**src/verilog/dbgbu_consts.svh**
```systemverilog
// offsets, field positions, reset values and codes of the debug unit
`ifndef DBGBU_CONSTS_SVH
`define DBGBU_CONSTS_SVH
`define DBGBU_OFF_BPA0 8'h00
`define DBGBU_OFF_BPA1 8'h04
`define DBGBU_OFF_BPA2 8'h08
`define DBGBU_OFF_BPA3 8'h0c
`define DBGBU_OFF_STATUS 8'h10
`define DBGBU_OFF_CONTROL 8'h14
`define DBGBU_BPA_RESET 32'h0000_0000
`define DBGBU_STATUS_RESET 32'h0000_0000
`define DBGBU_CONTROL_RESET 32'h0000_0000
`define DBGBU_CTL_LOCAL_POS 0
`define DBGBU_CTL_GLOBAL_POS 1
`define DBGBU_CTL_RW_POS 16
`define DBGBU_CTL_LEN_POS 18
`define DBGBU_CTL_STRIDE 4
`define DBGBU_STAT_SS_POS 14
`define DBGBU_FLAGS_SS_POS 8
`define DBGBU_LEN_1 2'b00
`define DBGBU_LEN_2 2'b01
`define DBGBU_LEN_4 2'b11
`define DBGBU_RW_EXEC 2'b00
`define DBGBU_RW_WRITE 2'b01
`define DBGBU_RW_RDWR 2'b11
`define DBGBU_VEC_DEBUG 8'h01
`define DBGBU_VEC_BKPT 8'h03
`define DBGBU_RESP_OKAY 2'b00
`define DBGBU_RESP_SLVERR 2'b10
`endif

```
**src/verilog/dbgbu_pkg.sv**
```systemverilog
// types shared by the debug breakpoint unit
package dbgbu_pkg;
	typedef logic [1:0] dbgbu_code_t;

	// kind of a retiring instruction, one-hot
	typedef enum logic [2:0] {
		DBGBU_KIND_PLAIN = 3'b001,
		DBGBU_KIND_INT3 = 3'b010,
		DBGBU_KIND_INTN = 3'b100
	} dbgbu_kind_e;

	// instruction about to execute
	typedef struct packed {
		logic valid;
		logic [31:0] addr;
	} dbgbu_fetch_s;

	// completed data transfer
	typedef struct packed {
		logic valid;
		logic write;
		dbgbu_code_t len;
		logic [31:0] addr;
	} dbgbu_data_s;

	// instruction boundary report
	typedef struct packed {
		logic valid;
		dbgbu_kind_e kind;
		logic [7:0] intn_vec;
		logic [31:0] flags;
		logic prot_mode;
		logic [1:0] cpl;
		logic [1:0] io_privilege_level;
		logic [31:0] this_ptr;
		logic [31:0] next_ptr;
	} dbgbu_retire_s;

	// exception request to the execution unit
	typedef struct packed {
		logic valid;
		logic fault;
		logic [7:0] vector;
		logic [31:0] return_ptr;
	} dbgbu_exc_s;

	// whole state of the top module
	typedef struct packed {
		logic [3:0][31:0] bp_sw;
		logic [31:0] ctrl_sw;
		logic [3:0][31:0] bp_act;
		logic [31:0] ctrl_act;
		logic [31:0] status;
		logic [3:0] dpend;
		logic ss_armed;
		dbgbu_exc_s exc;
		logic aw_held;
		logic [7:0] aw_addr;
		logic w_held;
		logic [31:0] w_data;
		logic [3:0] w_strb;
		logic bvalid;
		logic [1:0] bresp;
		logic rvalid;
		logic [1:0] rresp;
		logic [31:0] rdata;
	} dbgbu_state_s;
endpackage

```
**src/verilog/dbgbu_top.sv**
```systemverilog
// debug breakpoint unit: registers, comparators and debug exceptions
//
// Function
// - four 32-bit linear breakpoint addresses compared continuously
// - compare linear addresses, never translated ones
// - all breakpoints disabled after reset
// - debug breakpoints use vector 1 only
// - length 00 compares all address bits
// - length 01 ignores address bit 0
// - length 11 ignores address bits 1, 0
// - usage field: execute, write, read/write
// - execution fault before, data trap after
// - overlapping data access traps on vector 1
// - breakpoint opcode traps on vector 3
// - only general interrupt checks privilege level
// - single-step flag set at end traps
// - single-step trap one instruction later
// - single-step return pointer is next instruction
// - six debug registers are present
// - local or global enable arms breakpoint
// - hit flag set when condition occurs
// - status flags set by hardware and by software writes
`timescale 1ns/10ps
`include "dbgbu_consts.svh"
module dbgbu_top
	import dbgbu_pkg::*;
#(
	parameter logic [7:0] GP_VECTOR = 8'h0d
)
(
	input wire logic aclk,
	input wire logic aresetn,
	input wire logic [7:0] s_axi_awaddr,
	input wire logic [2:0] s_axi_awprot,
	input wire logic s_axi_awvalid,
	output logic s_axi_awready,
	input wire logic [31:0] s_axi_wdata,
	input wire logic [3:0] s_axi_wstrb,
	input wire logic s_axi_wvalid,
	output logic s_axi_wready,
	output logic [1:0] s_axi_bresp,
	output logic s_axi_bvalid,
	input wire logic s_axi_bready,
	input wire logic [7:0] s_axi_araddr,
	input wire logic [2:0] s_axi_arprot,
	input wire logic s_axi_arvalid,
	output logic s_axi_arready,
	output logic [31:0] s_axi_rdata,
	output logic [1:0] s_axi_rresp,
	output logic s_axi_rvalid,
	input wire logic s_axi_rready,
	input wire dbgbu_fetch_s fetch,
	input wire dbgbu_data_s data,
	input wire dbgbu_retire_s retire,
	output dbgbu_exc_s exc
);
	dbgbu_state_s q;
	dbgbu_state_s d;

	logic [3:0] exec_hit;
	logic [3:0] data_hit;
	logic [3:0] enabled;

	// byte-lane merge of a write into a stored word
	function automatic logic [31:0] merge(input logic [31:0] old,
		input logic [31:0] wd, input logic [3:0] strb);
		merge = old;
		for (int b = 0; b < 4; b++) begin
			if (strb[b]) begin
				merge[b*8 +: 8] = wd[b*8 +: 8];
			end
		end
	endfunction

	// register index of a byte address, 3'h7 when unmapped
	function automatic logic [2:0] decode(input logic [7:0] a);
		case (a)
			`DBGBU_OFF_BPA0: decode = 3'h0;
			`DBGBU_OFF_BPA1: decode = 3'h1;
			`DBGBU_OFF_BPA2: decode = 3'h2;
			`DBGBU_OFF_BPA3: decode = 3'h3;
			`DBGBU_OFF_STATUS: decode = 3'h4;
			`DBGBU_OFF_CONTROL: decode = 3'h5;
			default: decode = 3'h7;
		endcase
	endfunction

	// per-breakpoint field of the active control word
	function automatic dbgbu_code_t field(input logic [31:0] c,
		input int i, input int pos);
		field = c[pos + i*`DBGBU_CTL_STRIDE +: 2];
	endfunction

	always_comb begin
		for (int i = 0; i < 4; i++) begin
			enabled[i] = q.ctrl_act[`DBGBU_CTL_LOCAL_POS + 2*i] |
				q.ctrl_act[`DBGBU_CTL_GLOBAL_POS + 2*i];
		end
	end

	// comparators see the linear address as given
	for (genvar g = 0; g < 4; g++) begin : g_bp
		dbgbu_match u_exec (
			.bp_addr(q.bp_act[g]),
			.bp_len(field(q.ctrl_act, g, `DBGBU_CTL_LEN_POS)),
			.bp_rw(field(q.ctrl_act, g, `DBGBU_CTL_RW_POS)),
			.acc_addr(fetch.addr),
			.acc_len(`DBGBU_LEN_1),
			.acc_exec(1'b1),
			.acc_write(1'b0),
			.hit(exec_hit[g])
		);
		dbgbu_match u_data (
			.bp_addr(q.bp_act[g]),
			.bp_len(field(q.ctrl_act, g, `DBGBU_CTL_LEN_POS)),
			.bp_rw(field(q.ctrl_act, g, `DBGBU_CTL_RW_POS)),
			.acc_addr(data.addr),
			.acc_len(data.len),
			.acc_exec(1'b0),
			.acc_write(data.write),
			.hit(data_hit[g])
		);
	end

	// handshake readies come straight from held state
	assign s_axi_awready = !q.aw_held && !q.bvalid;
	assign s_axi_wready = !q.w_held && !q.bvalid;
	assign s_axi_arready = !q.rvalid;
	assign s_axi_bvalid = q.bvalid;
	assign s_axi_bresp = q.bresp;
	assign s_axi_rvalid = q.rvalid;
	assign s_axi_rresp = q.rresp;
	assign s_axi_rdata = q.rdata;
	assign exc = q.exc;

	// next state: bus slave, then flags, then exceptions
	always_comb begin
		logic aw_ok;
		logic w_ok;
		logic [7:0] waddr;
		logic [31:0] wd;
		logic [3:0] ws;
		logic [2:0] idx;
		logic [3:0] fetch_hit;
		logic [3:0] dnow;
		logic [31:0] sets;
		logic ss_trap;
		logic gp;
		aw_ok = 1'b0;
		w_ok = 1'b0;
		waddr = 8'h00;
		wd = 32'h0000_0000;
		ws = 4'h0;
		idx = 3'h7;
		fetch_hit = 4'h0;
		dnow = 4'h0;
		sets = 32'h0000_0000;
		ss_trap = 1'b0;
		gp = 1'b0;
		d = q;
		d.exc.valid = 1'b0;

		// address and data are taken in either order
		if (s_axi_awvalid && s_axi_awready) begin
			d.aw_held = 1'b1;
			d.aw_addr = s_axi_awaddr;
		end
		if (s_axi_wvalid && s_axi_wready) begin
			d.w_held = 1'b1;
			d.w_data = s_axi_wdata;
			d.w_strb = s_axi_wstrb;
		end
		aw_ok = d.aw_held;
		w_ok = d.w_held;
		waddr = d.aw_addr;
		wd = d.w_data;
		ws = d.w_strb;
		if (q.bvalid && s_axi_bready) begin
			d.bvalid = 1'b0;
		end

		// six registers, unmapped gets an error
		if (aw_ok && w_ok && !q.bvalid) begin
			d.aw_held = 1'b0;
			d.w_held = 1'b0;
			d.bvalid = 1'b1;
			d.bresp = `DBGBU_RESP_OKAY;
			idx = decode(waddr);
			case (idx)
				3'h0, 3'h1, 3'h2, 3'h3: begin
					d.bp_sw[idx[1:0]] =
						merge(q.bp_sw[idx[1:0]], wd, ws);
				end
				3'h4: begin
					d.status = merge(q.status, wd, ws);
				end
				3'h5: begin
					d.ctrl_sw = merge(q.ctrl_sw, wd, ws);
				end
				default: begin
					d.bresp = `DBGBU_RESP_SLVERR;
				end
			endcase
		end

		// read answer is registered, held until taken
		if (q.rvalid && s_axi_rready) begin
			d.rvalid = 1'b0;
		end
		if (s_axi_arvalid && s_axi_arready) begin
			d.rvalid = 1'b1;
			d.rresp = `DBGBU_RESP_OKAY;
			case (decode(s_axi_araddr))
				3'h0: d.rdata = q.bp_sw[0];
				3'h1: d.rdata = q.bp_sw[1];
				3'h2: d.rdata = q.bp_sw[2];
				3'h3: d.rdata = q.bp_sw[3];
				3'h4: d.rdata = q.status;
				3'h5: d.rdata = q.ctrl_sw;
				default: begin
					d.rdata = 32'h0000_0000;
					d.rresp = `DBGBU_RESP_SLVERR;
				end
			endcase
		end

		// flags follow raw conditions, enabled or not
		if (fetch.valid) begin
			fetch_hit = exec_hit;
		end
		if (data.valid) begin
			dnow = data_hit;
		end
		sets[3:0] = fetch_hit | dnow;

		if (retire.valid) begin
			// software copies go live at a boundary
			d.bp_act = q.bp_sw;
			d.ctrl_act = q.ctrl_sw;
			// arm now, trap after the next one
			d.ss_armed = retire.flags[`DBGBU_FLAGS_SS_POS];
			// flag seen set at previous end
			ss_trap = q.ss_armed;
			// only the general form is privilege checked
			gp = (retire.kind == DBGBU_KIND_INTN) &&
				retire.prot_mode && (retire.cpl > retire.io_privilege_level);
			d.dpend = 4'h0;
			d.exc.valid = 1'b1;
			d.exc.fault = 1'b0;
			// traps return to the next instruction
			d.exc.return_ptr = retire.next_ptr;
			if (gp) begin
				d.exc.fault = 1'b1;
				d.exc.vector = GP_VECTOR;
				d.exc.return_ptr = retire.this_ptr;
			end else if (|((q.dpend | dnow) & enabled) ||
				ss_trap) begin
				d.exc.vector = `DBGBU_VEC_DEBUG;
				sets[`DBGBU_STAT_SS_POS] = ss_trap;
			end else if (retire.kind == DBGBU_KIND_INT3) begin
				d.exc.vector = `DBGBU_VEC_BKPT;
			end else if (retire.kind == DBGBU_KIND_INTN) begin
				d.exc.vector = retire.intn_vec;
			end else begin
				d.exc.valid = 1'b0;
			end
		end else begin
			// data hits wait for the end of the instruction
			d.dpend = q.dpend | (dnow & enabled);
			if (fetch.valid && |(exec_hit & enabled)) begin
				d.exc.valid = 1'b1;
				d.exc.fault = 1'b1;
				d.exc.vector = `DBGBU_VEC_DEBUG;
				d.exc.return_ptr = fetch.addr;
			end
		end

		// set after the software write: set wins
		d.status = d.status | sets;
	end

	always_ff @(posedge aclk) begin
		if (!aresetn) begin
			q <= '0;
			q.bp_sw <= {4{`DBGBU_BPA_RESET}};
			q.bp_act <= {4{`DBGBU_BPA_RESET}};
			q.ctrl_sw <= `DBGBU_CONTROL_RESET;
			q.ctrl_act <= `DBGBU_CONTROL_RESET;
			q.status <= `DBGBU_STATUS_RESET;
		end else begin
			q <= d;
		end
	end
endmodule

```
**src/verilog/dbgbu_match.sv**
```systemverilog
// one breakpoint comparator for an execution or a data access
`timescale 1ns/10ps
`include "dbgbu_consts.svh"
module dbgbu_match
	import dbgbu_pkg::*;
(
	input wire logic [31:0] bp_addr,
	input wire dbgbu_code_t bp_len,
	input wire dbgbu_code_t bp_rw,
	input wire logic [31:0] acc_addr,
	input wire dbgbu_code_t acc_len,
	input wire logic acc_exec,
	input wire logic acc_write,
	output logic hit
);
	// size minus one of a length code; the undefined code acts as one byte
	function automatic logic [31:0] span(input dbgbu_code_t c);
		case (c)
			`DBGBU_LEN_2: span = 32'h0000_0001;
			`DBGBU_LEN_4: span = 32'h0000_0003;
			default: span = 32'h0000_0000;
		endcase
	endfunction

	logic [32:0] bbase;
	logic [32:0] bend;
	logic [32:0] aend;
	logic [31:0] mask;
	logic overlap;

	// 33-bit ends so an access near the top does not wrap
	always_comb begin
		mask = span(bp_len);
		bbase = {1'b0, bp_addr & ~mask};
		bend = bbase + {1'b0, mask};
		aend = {1'b0, acc_addr} + {1'b0, span(acc_len)};
		overlap = ({1'b0, acc_addr} <= bend) && (bbase <= aend);
		hit = 1'b0;
		if (acc_exec) begin
			hit = (bp_rw == `DBGBU_RW_EXEC) &&
				((acc_addr & ~mask) == bbase[31:0]);
		end else if (bp_rw == `DBGBU_RW_WRITE) begin
			hit = acc_write && overlap;
		end else if (bp_rw == `DBGBU_RW_RDWR) begin
			hit = overlap;
		end
	end
endmodule

```
**config.mk**
```make
export PLATFORM = sky130hd
export DESIGN_NAME = dbgbu_top
export DESIGN_NICKNAME = d
export VERILOG_FILES = /design/src/verilog/dbgbu_pkg.sv /design/src/verilog/dbgbu_top.sv /design/src/verilog/dbgbu_match.sv
export VERILOG_INCLUDE_DIRS = /design/src /design/src/verilog
export SDC_FILE = /design/constraint.sdc
export NUM_CORES = 2
export LEC_CHECK = 0
export BUFFER_PORTS_ARGS = -buffer_cell sky130_fd_sc_hd__clkbuf_2
export CAP_MARGIN = 10
export CORE_ASPECT_RATIO = 1.2
export CORE_MARGIN = 1.5
export CORE_UTILIZATION = 46
export CTS_CLUSTER_DIAMETER = 80
export DETAILED_ROUTE_END_ITERATION = 10
export GPL_ROUTABILITY_DRIVEN = 0
export HOLD_SLACK_MARGIN = 0.02
export PLACE_DENSITY = 0.7
export SYNTH_ARGS = -nofsm -noshare
export SYNTH_HDL_FRONTEND = slang
export SYNTH_SLANG_ARGS = --single-unit
```
**constraint.sdc**
```tcl
create_clock -name aclk -period 7.7 [get_ports aclk]
set_clock_uncertainty 0.1 [all_clocks]
set_input_delay 0.77 -clock aclk [delete_from_list [all_inputs] [get_ports aclk]]
set_output_delay 0.77 -clock aclk [all_outputs]
set_load 0.01 [all_outputs]
```
==> run summary <==
Adder-Cell Fraction of Synth Area: 0.1120
Boundary Pins: 330
Crit-path max FO: 10
XOR/XNOR Fraction of Synth Area: 0.06411
I/O Buffers: 290
Seq/Total Area, Yosys: 0.3179
Final WL: 112600 µm
Crit path cell chain: clkbuf_2 -> nand4_1 -> nor3_1 -> nand2_1 -> nor2_1 -> nand3_1 -> or2_2 -> xor2_1 -> ha_1 -> nand4_1 -> nor2_1 -> a2111oi_0 -> o21ai_0 -> o32ai_1 -> o21ai_2 -> a21o_1 -> a41oi_4 -> mux2i_1
Vias: 28.22k
# DRC: 0
RSZ-0062 raised after global routing: false
# setup viols final: 0
Drt pass-1 iters: 6
Slowest CP cell: nor3_1
Setup bufs post-CTS: 0
Average cell area after synthesis: 8.301 µm²
Die height: 281.7 µm
WL/cell: 24.67 µm
Root Driver: clkbuf_16
Clock sinks: 473
Synth unique cells: 75
Largest net degree at the start of global routing: 164
Number of synthesized flops with an enable pin: 0
Global-route wire length before repair: 163900 µm
CTS Buffer Depth: 3
Crit share post-route: 0.7822
Power density over the cells: 186.4 mW/mm²
Vias in the first global route: 25.96k
Share of layout cells above drive strength 1: 0.1239
Yosys reg bits: 473
Startpoint class of the critical path: input port
Final Slew Violations: 6
Peak supply drop: 0.1738 mV
Die ar.: 0.06629 mm²
Mux share of post-synthesis cell area: 0.1082
Final HPWL DP: 80380 µm
Synth-to-Final Area Change: 11.29%
Skew-Pair Late Insertion Delay: 0.62 ns
Total gr overflow: 0
CTS hold repair buffers: 0
All-Layer GR Usage: 0.3278
Most frequent cells in the layout: dfxtp_1 (473), nor2_1 (424), nand2_1 (406)
Iteration-0 DRC Markers: 3384
CTS tree: built
Worst reg2reg path depth: 9
Post-synthesis compound-gate area fraction: 0.1498
P_leak: 13.44 nW
CTS buffer count: 52
Worst-Margin Slew: 1.662 ns
Die width: 235.3 µm
Drt via density: 6.184
FF/Latch Area: 0.009469 mm²
Most common cell after layout, fill and taps aside: dfxtp_1
CORE AREA: 0.06432 mm²
Top FF cell, synth: dfxtp_1
Area taken by multi-input logic gates: 0.01874 mm²
Min Tclk post-route: 6.023 ns
CP Buf/Inv Count: 1
Post_cts resized: 0
Initial antenna violation count: 7
Final net count: 4203
Largest family of logic cells by synthesized area: simple AND/OR/NAND/NOR gates
Mapped Area: 0.02978 mm²
Clock slew at reported path FFs: 0.06 ns
CP max stage delay: 0.92 ns
Critical path arrival: 6.46 ns
Setup Crit Path Kind: in -> reg
Hold WS: 0.2317 ns
Post-synthesis cell count: 3588
Hold Path Class: in -> reg
Final Hold Vio Count: 0
Fill cell count: 6125
Slew margin rel.: -0.1181
Post-Synth Simple-Gate Area: 0.1903
Top Family by Delay on Critical Path: simple AND/OR/NAND/NOR gates
Htree depth: 2
# rows: 102
Status: finished, violations left
Achievable Freq: 0.1660 GHz
Worst Setup End Kind: flip-flop
Ys async rst share: 0
Setup_tns: 0 ns
Required @ worst endpoint: 8.14 ns
Starting density of the core: 0.4630
Antenna-violating nets left: 0
Number of synthesis warnings: 0
Failing checks: slew limit
WP depth: 18
Max-cap check violation count: 0
Min-Delay Path Depth: 2
[registers in the layout, summed over array words and instances (netlist names)]
| name | count |
|---|---|
| exc | 42 |
| q | 395 |
| s_axi_bresp | 1 |
| s_axi_bvalid | 1 |
| s_axi_rdata | 32 |
| s_axi_rresp | 1 |
| s_axi_rvalid | 1 |
[report_power, final]
| group | internal, mW | switching [mW] | total [mW] |
|---|---|---|---|
| Clock | 1.52 | 1.06 | 2.59 |
| Combinational | 0.346 | 0.666 | 1.01 |
| Sequential | 2.52 | 0.0657 | 2.58 |
[synth_stat cells, types with 7 or more instances]
cell	number	area share
a211oi_1	194	0.049
a21boi_0	7	0.0018
a21o_1	23	0.0058
a21oi_1	214	0.036
a221oi_1	41	0.012
a31oi_1	21	0.0044
and2_1	39	0.0082
and3_1	24	0.0050
and4_1	13	0.0038
buf_1	28	0.0035
buf_2	9	0.0015
buf_4	78	0.020
clkbuf_1	173	0.022
dfxtp_1	473	0.32
ha_1	265	0.11
inv_1	84	0.011
mux2_2	7	0.0026
mux2i_1	314	0.11
nand2_1	407	0.051
nand2b_1	15	0.0032
nand3_1	113	0.019
nand4_1	74	0.016
nor2_1	429	0.054
nor2b_1	42	0.0088
nor3_1	31	0.0052
nor4_1	33	0.0069
o211ai_1	11	0.0028
o21ai_0	85	0.014
o22ai_1	34	0.0071
or2_2	10	0.0021
or4_1	8	0.0020
xnor2_1	107	0.031
xor2_1	111	0.033
[layer usage]
layer  GRT usage  vias up  share of wire
met5           0        -        0.00045
met4      0.1912        8          0.065
met3     0.09242      398           0.12
met1      0.4189    13200           0.40
li1            -    12900              -
met2      0.4940     1707           0.42
[stage by stage]
stage | cells | utilization | power [mW] | cell area [µm²] | setup WS, ns
2_1_floorplan | 3593 | - | 3.256 | 29800 | 2.278
3_3_place_gp | 4468 | 0.4876 | 3.590 | 31360 | 1.530
3_5_place_dp | 4468 | 0.4876 | 3.603 | 31360 | 1.514
4_1_cts | 4562 | 0.5152 | 6.175 | 33140 | 2.127
5_1_grt | 4562 | 0.5153 | 6.387 | 33140 | 1.400
6_report | 4563 | 0.5153 | 6.179 | 33150 | 1.677
[area by class of cell]
class | count | area share
Timing Repair Buffer | 332 | 0.05406
Tap cell | 832 | 0.03141
Clock inverter | 16 | 0.007097
Multi-Input combinational cell | 2746 | 0.5654
Inverter | 85 | 0.009852
Clock buffer | 78 | 0.04647
Antenna cell | 1 | 0.00007550
Sequential cell | 473 | 0.2857
[final timing paths]
check	slack, ns	endpoint	from
hold reg to reg	0.36	exc[37]$_SDFFE_PN0P_	exc[37]$_SDFFE_PN0P_
hold / removal	0.23	s_axi_rvalid$_SDFFE_PN0P_	s_axi_rready
setup / recovery	1.68	exc[37]$_SDFFE_PN0P_	data[10]
setup reg to reg	2.94	exc[37]$_SDFFE_PN0P_	q[228]$_SDFFE_PN0P_
[kinds of logic (layout without fill, tap and decap cells)]
kind of cell               Yosys count  count (layout)
AOI/OAI and AO/OA                  682             682
xor gates and xnor gates           218             218
adders and majority gates          266             266
buffers and inverters              374             511
DFF                                473             473
muxes                              321             321
other                                1               7
and+or+nand+nor                   1253            1253
Note: power is estimated with default switching activity, not from simulation.
